$ cat config.mk
export PLATFORM = sky130hd
export DESIGN_NAME = adc_conversion_sequencer
export DESIGN_NICKNAME = d
export VERILOG_FILES = /design/src/hw/adc_seq_pkg.sv /design/src/hw/conv_if.sv /design/src/hw/conv_timer.sv /design/src/hw/adc_conversion_sequencer.sv
export SDC_FILE = /design/constraint.sdc
export NUM_CORES = 1
export LEC_CHECK = 0
export BUFFER_PORTS_ARGS = -buffer_cell sky130_fd_sc_hd__buf_2
export CAP_MARGIN = 20
export CORE_MARGIN = 8
export CORE_UTILIZATION = 25
export CTS_BUF_LIST = sky130_fd_sc_hd__clkbuf_8
export CTS_CLUSTER_SIZE = 24
export DETAILED_ROUTE_END_ITERATION = 12
export SYNTH_ARGS = -nofsm -noshare
export SYNTH_HDL_FRONTEND = slang
export SYNTH_HIERARCHICAL = 1
export SYNTH_SLANG_ARGS = --single-unit
export TNS_END_PERCENT = 20
$ cat constraint.sdc
create_clock -name clk -period 2.1 [get_ports clk]
set_input_delay 0.105 -clock clk [delete_from_list [all_inputs] [get_ports clk]]
set_output_delay 0.105 -clock clk [all_outputs]
set_load 0.05 [all_outputs]
$ cat src/hw/adc_seq_pkg.sv
package adc_seq_pkg;
    localparam int          DATA_W          = 32;
    localparam int          ADDR_W          = 8;
    // Register indices; the byte address is four times the index.
    localparam logic [5:0]  CTRL_ONE_IDX    = 6'h0e;
    localparam logic [5:0]  CTRL_TWO_IDX    = 6'h0f;
    localparam logic [5:0]  RESULT_IDX      = 6'h20;
    localparam logic [5:0]  STATUS_IDX      = 6'h21;
    // Control one fields.
    localparam int          C1_START_BIT    = 7;
    localparam int          C1_ZERO_BIT     = 6;
    localparam int          C1_ONE_BIT      = 5;
    localparam int          C1_DISABLE_BIT  = 4;
    localparam int          C1_CHAN_LSB     = 0;
    localparam logic [7:0]  C1_RESET        = 8'h10;
    // Control two fields.
    localparam int          C2_LADDER_BIT   = 5;
    localparam int          C2_ONE_BIT      = 4;
    localparam int          C2_TIME_LSB     = 1;
    localparam logic [2:0]  C2_TIME_RESET   = 3'h0;
    // Status fields, then the result and channel reset values.
    localparam int          ST_EOC_BIT      = 5;
    localparam int          ST_BUSY_BIT     = 4;
    localparam logic [7:0]  RESULT_RESET    = 8'h00;
    localparam logic [3:0]  CHAN_RESET      = 4'h0;
    // Conversion times in high_freq_clock periods; clk is that clock.
    // The clock rate is held in 64 bits so the products behind the longer times cannot overflow.
    localparam longint      CLK_HZ          = 10_000_000;
    localparam int          FC_HZ           = 10_000_000;
    localparam int          CNT_W           = 11;
    localparam int          T_39_FC         = 39;
    localparam int          T_78_FC         = 78;
    localparam int          T_156_FC        = 156;
    localparam int          T_312_FC        = 312;
    localparam int          T_624_FC        = 624;
    localparam int          T_1248_FC       = 1248;
    localparam logic [CNT_W-1:0] LEN_39    = CNT_W'((T_39_FC * CLK_HZ + FC_HZ - 1) / FC_HZ);
    localparam logic [CNT_W-1:0] LEN_78    = CNT_W'((T_78_FC * CLK_HZ + FC_HZ - 1) / FC_HZ);
    localparam logic [CNT_W-1:0] LEN_156   = CNT_W'((T_156_FC * CLK_HZ + FC_HZ - 1) / FC_HZ);
    localparam logic [CNT_W-1:0] LEN_312   = CNT_W'((T_312_FC * CLK_HZ + FC_HZ - 1) / FC_HZ);
    localparam logic [CNT_W-1:0] LEN_624   = CNT_W'((T_624_FC * CLK_HZ + FC_HZ - 1) / FC_HZ);
    localparam logic [CNT_W-1:0] LEN_1248  = CNT_W'((T_1248_FC * CLK_HZ + FC_HZ - 1) / FC_HZ);
    // Each result bit gets this many cycles of comparator settling.
    localparam int          STEP_CYCLES     = 4;
    localparam int          RES_W           = 8;
endpackage

$ cat src/hw/conv_if.sv
`timescale 1ns/1ps
interface conv_if;
    import adc_seq_pkg::*;
    logic             start;
    logic             abort;
    logic [2:0]       time_code;
    logic             done;
    logic [RES_W-1:0] result;
    modport ctl (output start, output abort, output time_code, input done, input result);
    modport seq (input start, input abort, input time_code, output done, output result);
endinterface

$ cat src/hw/conv_timer.sv
`timescale 1ns/1ps
module conv_timer
    import adc_seq_pkg::*;
(
    input  wire logic             clk,
    input  wire logic             rst_sync_n,
    conv_if.seq                   cv,
    input  wire logic             cmp_above,
    output logic      [RES_W-1:0] cmp_trial
);
    logic [CNT_W-1:0] cnt;
    logic [CNT_W-1:0] len;
    logic [CNT_W-1:0] len_q;
    logic [CNT_W-1:0] run_cycles;
    logic             active;
    logic [RES_W-1:0] sar;
    logic             cmp_meta;
    logic             cmp_sync;
    wire  logic       in_steps  = active && (cnt < CNT_W'(RES_W * STEP_CYCLES));
    wire  logic [2:0] bit_idx   = cnt[4:2];
    wire  logic       decide    = in_steps && (cnt[1:0] == 2'h0);
    wire  logic [RES_W-1:0] trial = sar | (RES_W'(1) << bit_idx);
    wire  logic [RES_W-1:0] next_sar = cmp_sync ? trial : sar;

    // time code lookup. Reserved codes fall back to the longest time.
    always_comb begin
        unique case (cv.time_code)
            3'h0:    len = LEN_39;
            3'h2:    len = LEN_78;
            3'h3:    len = LEN_156;
            3'h4:    len = LEN_312;
            3'h5:    len = LEN_624;
            default: len = LEN_1248;
        endcase
    end

    always_ff @(posedge clk or negedge rst_sync_n) begin
        if (!rst_sync_n) begin
            cmp_meta <= 1'b0;
            cmp_sync <= 1'b0;
        end else begin
            cmp_meta <= cmp_above;
            cmp_sync <= cmp_meta;
        end
    end

    // count down the selected conversion time.
    always_ff @(posedge clk or negedge rst_sync_n) begin
        if (!rst_sync_n) begin
            active     <= 1'b0;
            cnt        <= '0;
            len_q      <= '0;
            run_cycles <= '0;
            sar        <= '0;
            cv.done    <= 1'b0;
            cv.result  <= RESULT_RESET;
            cmp_trial  <= '0;
        end else begin
            cv.done   <= active && !cv.abort && (cnt == '0);
            cmp_trial <= (in_steps && !cv.abort) ? trial : '0;
            if (cv.abort) begin
                active <= 1'b0;
            end else if (cv.start) begin
                active     <= 1'b1;
                cnt        <= len - CNT_W'(1);
                len_q      <= len;
                run_cycles <= '0;
                sar        <= '0;
            end else if (active) begin
                run_cycles <= run_cycles + CNT_W'(1);
                cnt        <= cnt - CNT_W'(1);
                if (decide) begin
                    sar <= next_sar;
                end
                if (cnt == '0) begin
                    active    <= 1'b0;
                    cv.result <= next_sar;
                end
            end
        end
    end

    a_conv_length: assert property (@(posedge clk) disable iff (!rst_sync_n)
        cv.done |-> run_cycles == len_q) else $error("conversion ended early");
endmodule // conv_timer

$ cat src/hw/adc_conversion_sequencer.sv
// The APB register port is this design's own decision.
`timescale 1ns/1ps
module adc_conversion_sequencer
    import adc_seq_pkg::*;
(
    input  wire logic              clk,
    input  wire logic              rst_n,
    input  wire logic              psel,
    input  wire logic              penable,
    input  wire logic              pwrite,
    input  wire logic [ADDR_W-1:0] paddr,
    input  wire logic [DATA_W-1:0] pwdata,
    output logic      [DATA_W-1:0] prdata,
    output logic                   pready,
    output logic                   pslverr,
    input  wire logic              low_power_mode,
    input  wire logic              cmp_above,
    output logic      [RES_W-1:0]  cmp_trial,
    output logic      [3:0]        channel_select_field,
    output logic                   analog_input_disable,
    output logic                   ladder_connected,
    output logic                   conversion_done_irq
);
    logic                rst_meta_n;
    logic                rst_sync_n;
    logic                ack;
    logic                conversion_start_bit;
    logic                ladder_connect_ctrl;
    logic                fixed_one_bit;
    logic [2:0]          time_code;
    logic [RES_W-1:0]    conversion_result_reg;
    logic                end_of_conversion_flag;
    logic                converter_busy_flag;
    logic [DATA_W-1:0]   next_prdata;

    conv_if cv ();

    // Reset is asserted at once and released through two flops.
    always_ff @(posedge clk or negedge rst_n) begin
        if (!rst_n) begin
            rst_meta_n <= 1'b0;
            rst_sync_n <= 1'b0;
        end else begin
            rst_meta_n <= 1'b1;
            rst_sync_n <= rst_meta_n;
        end
    end

    // Each access takes one wait cycle so read data can come from a flop
    // that samples the flags at the same edge that performs the side effect.
    wire logic       access     = psel && penable && !ack;
    wire logic [5:0] reg_idx    = paddr[ADDR_W-1:2];
    wire logic       aligned    = (paddr[1:0] == 2'h0);
    wire logic       hit_c1     = aligned && (reg_idx == CTRL_ONE_IDX);
    wire logic       hit_c2     = aligned && (reg_idx == CTRL_TWO_IDX);
    wire logic       hit_res    = aligned && (reg_idx == RESULT_IDX);
    wire logic       hit_st     = aligned && (reg_idx == STATUS_IDX);
    wire logic       mapped     = hit_c1 || hit_c2 || hit_res || hit_st;
    wire logic       wr_c1      = access && pwrite && hit_c1;
    wire logic       wr_c2      = access && pwrite && hit_c2;
    wire logic       result_rd  = access && !pwrite && hit_res;
    wire logic       start_req  = wr_c1 && pwdata[C1_START_BIT];
    // a start written while busy is ignored rather than corrupting a run.
    wire logic       start_take = start_req && !converter_busy_flag && !low_power_mode;

    assign pready  = ack;
    assign pslverr = ack && !mapped;

    always_ff @(posedge clk or negedge rst_sync_n) begin
        if (!rst_sync_n) begin
            ack <= 1'b0;
        end else begin
            ack <= access;
        end
    end

    // only end and busy are driven; the other status bits read zero.
    // control two bits 7:6 read zero.
    always_comb begin
        next_prdata = '0;
        if (hit_c1) begin
            next_prdata[C1_ONE_BIT]     = fixed_one_bit;
            next_prdata[C1_DISABLE_BIT] = analog_input_disable;
            next_prdata[C1_CHAN_LSB +: 4] = channel_select_field;
        end else if (hit_c2) begin
            next_prdata[C2_LADDER_BIT]  = ladder_connect_ctrl;
            next_prdata[C2_ONE_BIT]     = 1'b1;
            next_prdata[C2_TIME_LSB +: 3] = time_code;
        end else if (hit_res) begin
            next_prdata[RES_W-1:0]      = conversion_result_reg;
        end else if (hit_st) begin
            next_prdata[ST_EOC_BIT]     = end_of_conversion_flag;
            next_prdata[ST_BUSY_BIT]    = converter_busy_flag;
        end
    end

    always_ff @(posedge clk or negedge rst_sync_n) begin
        if (!rst_sync_n) begin
            prdata <= '0;
        end else if (access && !pwrite) begin
            prdata <= next_prdata;
        end
    end

    // low power forces both control registers to reset and blocks writes.
    always_ff @(posedge clk or negedge rst_sync_n) begin
        if (!rst_sync_n) begin
            analog_input_disable <= C1_RESET[C1_DISABLE_BIT];
            fixed_one_bit        <= C1_RESET[C1_ONE_BIT];
            channel_select_field <= CHAN_RESET;
            ladder_connect_ctrl  <= 1'b0;
            time_code            <= C2_TIME_RESET;
        end else if (low_power_mode) begin
            analog_input_disable <= C1_RESET[C1_DISABLE_BIT];
            fixed_one_bit        <= C1_RESET[C1_ONE_BIT];
            channel_select_field <= CHAN_RESET;
            ladder_connect_ctrl  <= 1'b0;
            time_code            <= C2_TIME_RESET;
        end else begin
            // channel code drives the input multiplexer directly.
            if (wr_c1) begin
                analog_input_disable <= pwdata[C1_DISABLE_BIT];
                fixed_one_bit        <= pwdata[C1_ONE_BIT];
                channel_select_field <= pwdata[C1_CHAN_LSB +: 4];
            end
            // time code is held for the timer.
            if (wr_c2) begin
                ladder_connect_ctrl <= pwdata[C2_LADDER_BIT];
                time_code           <= pwdata[C2_TIME_LSB +: 3];
            end
        end
    end

    // start is a one-cycle pulse, so the bit never reads back as one.
    always_ff @(posedge clk or negedge rst_sync_n) begin
        if (!rst_sync_n) begin
            conversion_start_bit <= 1'b0;
        end else begin
            conversion_start_bit <= start_take;
        end
    end

    assign cv.start     = conversion_start_bit;
    assign cv.abort     = low_power_mode;
    assign cv.time_code = time_code;

    // busy follows the run; only a new start sets it again.
    always_ff @(posedge clk or negedge rst_sync_n) begin
        if (!rst_sync_n) begin
            converter_busy_flag <= 1'b0;
        end else if (low_power_mode || cv.done) begin
            converter_busy_flag <= 1'b0;
        end else if (start_take) begin
            converter_busy_flag <= 1'b1;
        end
    end

    // result loads on completion and is discarded in low power.
    always_ff @(posedge clk or negedge rst_sync_n) begin
        if (!rst_sync_n) begin
            conversion_result_reg <= RESULT_RESET;
        end else if (low_power_mode) begin
            conversion_result_reg <= RESULT_RESET;
        end else if (cv.done) begin
            conversion_result_reg <= cv.result;
        end
    end

    // completion sets the flag and wins over a same-cycle read or start clear; low power clears it.
    always_ff @(posedge clk or negedge rst_sync_n) begin
        if (!rst_sync_n) begin
            end_of_conversion_flag <= 1'b0;
        end else if (cv.done && !low_power_mode) begin
            end_of_conversion_flag <= 1'b1;
        end else if (result_rd || start_take || low_power_mode) begin
            end_of_conversion_flag <= 1'b0;
        end
    end

    // one-cycle request, raised on the same edge as the flag.
    always_ff @(posedge clk or negedge rst_sync_n) begin
        if (!rst_sync_n) begin
            conversion_done_irq <= 1'b0;
        end else begin
            conversion_done_irq <= cv.done && !low_power_mode;
        end
    end

    // the ladder stays off in low power whatever the control says.
    assign ladder_connected = !low_power_mode && (ladder_connect_ctrl || converter_busy_flag);

    conv_timer u_timer (
        .clk        (clk),
        .rst_sync_n (rst_sync_n),
        .cv         (cv),
        .cmp_above  (cmp_above),
        .cmp_trial  (cmp_trial)
    );

    a_start_sets_busy: assert property (@(posedge clk) disable iff (!rst_sync_n)
        start_take |=> converter_busy_flag && cv.start) else $error("busy not set on start");

    a_done_loads_result: assert property (@(posedge clk) disable iff (!rst_sync_n)
        cv.done && !low_power_mode |=> conversion_result_reg == $past(cv.result)
        && end_of_conversion_flag && conversion_done_irq) else $error("completion incomplete");

    a_irq_single_pulse: assert property (@(posedge clk) disable iff (!rst_sync_n)
        conversion_done_irq |-> end_of_conversion_flag ##1 !conversion_done_irq)
        else $error("interrupt not a single pulse");

    a_read_clears_end: assert property (@(posedge clk) disable iff (!rst_sync_n)
        result_rd && !cv.done |=> !end_of_conversion_flag) else $error("read left end flag");

    a_restart_keeps_result: assert property (@(posedge clk) disable iff (!rst_sync_n)
        start_take && !cv.done |=> !end_of_conversion_flag
        && $stable(conversion_result_reg)) else $error("restart handling wrong");

    a_low_power_reset: assert property (@(posedge clk) disable iff (!rst_sync_n)
        low_power_mode |=> time_code == C2_TIME_RESET && !ladder_connect_ctrl
        && channel_select_field == CHAN_RESET && !converter_busy_flag)
        else $error("low power did not reset controls");

    a_no_auto_resume: assert property (@(posedge clk) disable iff (!rst_sync_n)
        !converter_busy_flag && !start_take |=> !converter_busy_flag)
        else $error("conversion resumed by itself");

    a_ladder_off_sleep: assert property (@(posedge clk) disable iff (!rst_sync_n)
        low_power_mode |-> !ladder_connected) else $error("ladder on in low power");

    a_start_self_clear: assert property (@(posedge clk) disable iff (!rst_sync_n)
        cv.start |=> !cv.start) else $error("start bit stuck");

    a_status_reserved: assert property (@(posedge clk) disable iff (!rst_sync_n)
        ack && !pwrite && hit_st |-> prdata[7:6] == 2'h0 && prdata[3:0] == 4'h0)
        else $error("status spare bits driven");

    a_eoc_rise_done: assert property (@(posedge clk) disable iff (!rst_sync_n)
        $rose(end_of_conversion_flag)
        |-> $past(cv.done))
        else $error("end flag set without completion");

    a_irq_after_done: assert property (@(posedge clk) disable iff (!rst_sync_n)
        conversion_done_irq
        |-> $past(cv.done) && !$past(low_power_mode))
        else $error("interrupt without completion");

    a_busy_rise_start: assert property (@(posedge clk) disable iff (!rst_sync_n)
        $rose(converter_busy_flag)
        |-> cv.start)
        else $error("busy rose without a start");

    a_busy_with_start: assert property (@(posedge clk) disable iff (!rst_sync_n)
        cv.start
        |-> converter_busy_flag)
        else $error("start pulse without busy");

    a_busy_clear_done: assert property (@(posedge clk) disable iff (!rst_sync_n)
        cv.done
        |=> !converter_busy_flag)
        else $error("busy left set after completion");

    a_result_steady: assert property (@(posedge clk) disable iff (!rst_sync_n)
        !cv.done && !low_power_mode
        |=> $stable(conversion_result_reg))
        else $error("result changed without completion");

    a_result_discard: assert property (@(posedge clk) disable iff (!rst_sync_n)
        low_power_mode
        |=> conversion_result_reg == RESULT_RESET)
        else $error("result kept in low power");

    a_end_clear_sleep: assert property (@(posedge clk) disable iff (!rst_sync_n)
        low_power_mode
        |=> !end_of_conversion_flag)
        else $error("end flag kept in low power");

    a_disable_sleep: assert property (@(posedge clk) disable iff (!rst_sync_n)
        low_power_mode
        |=> analog_input_disable == C1_RESET[C1_DISABLE_BIT] && fixed_one_bit == C1_RESET[C1_ONE_BIT])
        else $error("control one not reset in low power");

    a_no_irq_sleep: assert property (@(posedge clk) disable iff (!rst_sync_n)
        low_power_mode
        |=> !conversion_done_irq)
        else $error("interrupt raised in low power");

    a_start_busy_ignored: assert property (@(posedge clk) disable iff (!rst_sync_n)
        start_req && converter_busy_flag
        |=> !cv.start)
        else $error("restart accepted while busy");

    a_no_start_sleep: assert property (@(posedge clk) disable iff (!rst_sync_n)
        low_power_mode
        |=> !cv.start)
        else $error("conversion started in low power");

    a_result_read_data: assert property (@(posedge clk) disable iff (!rst_sync_n)
        ack && !pwrite && hit_res
        |-> prdata[RES_W-1:0] == $past(conversion_result_reg) && prdata[DATA_W-1:RES_W] == '0)
        else $error("result read data wrong");

    a_status_flags: assert property (@(posedge clk) disable iff (!rst_sync_n)
        ack && !pwrite && hit_st
        |-> prdata[ST_EOC_BIT] == $past(end_of_conversion_flag) && prdata[ST_BUSY_BIT] == $past(converter_busy_flag))
        else $error("status flags read wrong");

    a_ctrl_two_spare: assert property (@(posedge clk) disable iff (!rst_sync_n)
        ack && !pwrite && hit_c2
        |-> prdata[7:6] == 2'h0)
        else $error("control two spare bits driven");

    a_start_reads_zero: assert property (@(posedge clk) disable iff (!rst_sync_n)
        ack && !pwrite && hit_c1
        |-> !prdata[C1_START_BIT])
        else $error("start bit read back as one");

    a_ready_one_wait: assert property (@(posedge clk) disable iff (!rst_sync_n)
        psel && penable && !pready
        |=> pready)
        else $error("ready not given after one wait");

    a_ready_one_cycle: assert property (@(posedge clk) disable iff (!rst_sync_n)
        pready
        |=> !pready)
        else $error("ready held too long");

    a_trial_idle: assert property (@(posedge clk) disable iff (!rst_sync_n)
        !converter_busy_flag
        |-> cmp_trial == '0)
        else $error("trial code driven while idle");
endmodule // adc_conversion_sequencer

==> impl_results.md <==
- Drt drc: 0
- Final Critical Period: approximately 2 ns
- Yosys cell types: 58
- Core box area: ~14000 µm²
- Yosys warns: 6
- Stages on worst setup path: 6
- Max-cap violations: 0
- Period utilization: 0.960
- Sequential cell area fraction in the yosys report: 0.488
- Worst reg2reg endpoint: u_timer/cnt[2]
- CTS Buf Count: 9
- Nets: just under 500
- CP arrival: about 2.3 ns
- CP bufs+invs: 0
- Max-slew violation count: 0
- Worst setup endpoint: u_timer/cnt[2]
- Vias per inst: about 4.7
- Cell Pwr Density: 578 nW/µm²
- Worst EP required: 2.39 ns
- Max reg flops: 11
- Top_reg_cell synth: dfrtp_1
- Std cell rows: 44
- Iteration-0 DRC Markers: roughly 300
- Total number of vias: between 2000 and 3000
- Hold Crit Start: pwdata[1]
- Area growth from synthesis to layout: 18.8%
- Crit path launch type: register
- Die area: between 15000 and 20000 µm²
- Hpwl dp: around 6800 µm
- Hold Crit Class: in2reg
- Post-CTS repair timing setup buffer count: 0
- Cell-by-cell trace of the critical path: or4b_4 > a21boi_2 > ha_4 > or3_1 > a31oi_1 > o22a_1
- Max frequency: around 500 MHz
- Worst VDD drop: around 0.22 mV
- Slowest CP cell: or4b_4
- Hold WS: roughly 0.022 ns
- Drt wl/cell: 14.7 µm
- Syn Std Cell Area: between 3000 and 4000 µm²
- Post-synthesis instance total: about 370
- Gp weighted congestion: 0.792
- Reg2reg start: cv.time_code[0]
- Share of cells above drive strength 1: 0.236
- Largest net degree at the start of global routing: 31
- Bufs on Longest Clock Path: 2
- Congestion Overflow GR: 0
- Io pins: 96
- Worst skew pair latency: 0.35 ns
- DIE HEIGHT: approximately 140 µm
- Status: finished, final reports clean
- Largest register by flop count: u_timer/cnt
- Worst Setup SP: cv.time_code[0]
- Post-Layout Inst Area: between 4000 and 5000 µm²
- Initial antenna violation count: 0
- First drt pass iteration count: 4
- Crit end category: register
- Clock sinks: 72
- WL final: roughly 9100 µm
- Chip width: 138 µm
- Slew Limit Headroom: 0.584
- Placed cell count: ~600
- Slowest cell delay on critical path: between 0.5 and 0.6 ns
- Unrepaired setup endpoints after global routing: false
- Overall Power: around 2.5 mW
- Fraction of registers with async set/reset: 1.00
- Final cell count without fillers: 621
- Post-placement cell area: 4180 µm²
- H-tree levels: 3
- CTS tree: yes
- Remaining antenna violation count: 0
- Flops & latches, synth: between 70 and 80
- Worst R2R Setup Slack: ~0.084 ns
- Syn_area_per_cell: about 10 µm²
- Crit Path Max Fanout: 9
- # port buffers: between 40 and 50
- CP top delay family: simple AND/OR/NAND/NOR gates
- EDFF count, synth: 0
- GRT Util Overall: 0.0996
- R2R depth: 6
- Clock skew: roughly 0.0065 ns
- Setup TNS: 0 ns
- Root Buffer: clkbuf_8
- Setup ws final: ~0.084 ns
- Leak: around 2.1 nW
- Final setup viols: 0
- Critical path type: reg2reg
- ANT cells: 0
- Vias in the first global route: 2849
- Final Hold Vio Count: 0
- Initial Util: 0.255
- Dpl ws: approximately 0.06 ns
- Clock-pin slew on the worst setup and hold paths: 0.07 ns
- Worst-Margin Slew: between 0.6 and 0.7 ns
- First-pass GRT wire length: between 10000 and 15000 µm
- Layout Utilization: 0.303
==> cells in the mapped netlist, types with 4 or more instances <==
library cell	count	share of area
buf_4	24	0.049
nand3b_1	4	0.0081
a21oi_1	21	0.028
and3_1	4	0.0068
a31oi_1	6	0.010
mux2i_1	27	0.073
nor3_1	12	0.016
nand2b_1	4	0.0068
a32o_1	6	0.016
a22oi_1	4	0.0081
nor2b_1	9	0.015
dfrtp_1	71	0.48
nand4_1	6	0.010
o31ai_1	4	0.0081
o21ai_0	14	0.019
nor2_1	53	0.054
inv_1	11	0.011
clkbuf_1	12	0.012
nand2_1	16	0.016
==> cell type report <==
type | count | area [µm²]
Inverter | 11 | 41.3
Multi-Input combinational cell | 267 | 1710
Fill cell | 1490 | 10100
Clock buffer | 9 | 124
Sequential cell | 72 | 1800
Timing Repair Buffer | 72 | 448
Tap cell | 184 | 230
Clock inverter | 6 | 30.0
==> placed cells by master (no fill, tap or decap), types with 3 or more instances in the layout <==
| master | instances |
|---|---|
| nand3b_1 | 4 |
| a31oi_1 | 6 |
| nand4_1 | 6 |
| mux2_2 | 3 |
| o31ai_1 | 4 |
| inv_1 | 13 |
| a32o_1 | 6 |
| and3_1 | 4 |
| a22oi_1 | 4 |
| clkinv_2 | 3 |
| or2b_1 | 3 |
| buf_4 | 21 |
| mux2i_1 | 27 |
| nor2_1 | 53 |
| buf_2 | 46 |
| nand2b_1 | 4 |
| o21ai_0 | 14 |
| nor2b_1 | 9 |
| a21oi_1 | 21 |
| nor3_1 | 12 |
| nand2_1 | 16 |
| a22o_1 | 3 |
| clkbuf_8 | 9 |
| a21o_1 | 3 |
| dlygate4sd3_1 | 4 |
| a32oi_1 | 3 |
| conb_1 | 25 |
| dfrtp_1 | 70 |
==> worst min-delay path by stage <==
stage	end	slack [ns]	depth (start not counted)
2_1_floorplan	rst_meta_n	-0.19	0
3_3_place_gp	rst_meta_n	-0.11	1
3_5_place_dp	rst_meta_n	-0.11	1
4_1_cts	ladder_connect_ctrl	0.004	3
5_1_grt	ladder_connect_ctrl	0.0007	3
6_report	channel_select_field[1]	0.02	3
==> logic make-up (layout without fill, tap and decap cells) <==
group,Yosys count,after routing,share of synthesized area
and+or+nand+nor,134,134,0.204
AOI/OAI and AO/OA,77,77,0.140
DFF,72,72,0.488
buffers and inverters,52,98,0.0796
muxes,30,30,0.0823
other,2,25,0.00203
adders and majority gates,1,1,0.00339
==> tightest hold or removal path, delay by kind of cell <==
family,cells,cell delay (ns)
buf+inv,1,0.09
simple gates,1,0.07
mux,1,0.06
==> where the power goes <==
part / switching, mW / total (mW) / internal (mW)
logic: 0.176 / 0.228 / 0.0514
clock network: 0.496 / 0.902 / 0.407
registers: 0.0120 / 1.41 / 1.39
==> per-layer routing <==
layer  GRT usage  wire (µm)  up-vias
met1       0.123       3900     1441
met3      0.0292        808        6
met2       0.160       4370       99
met4      0.0398         59        0
met5           0          0        -
li1            -          -     1391
==> timing repair <==
item | in CTS | in global routing
endpoints found under the setup margin | 0 | 2
gates resized for setup | 0 | 2
endpoints found under the hold margin | 5 | 0
hold buffers | 4 | 0
Power figures use the tool's default switching activity.
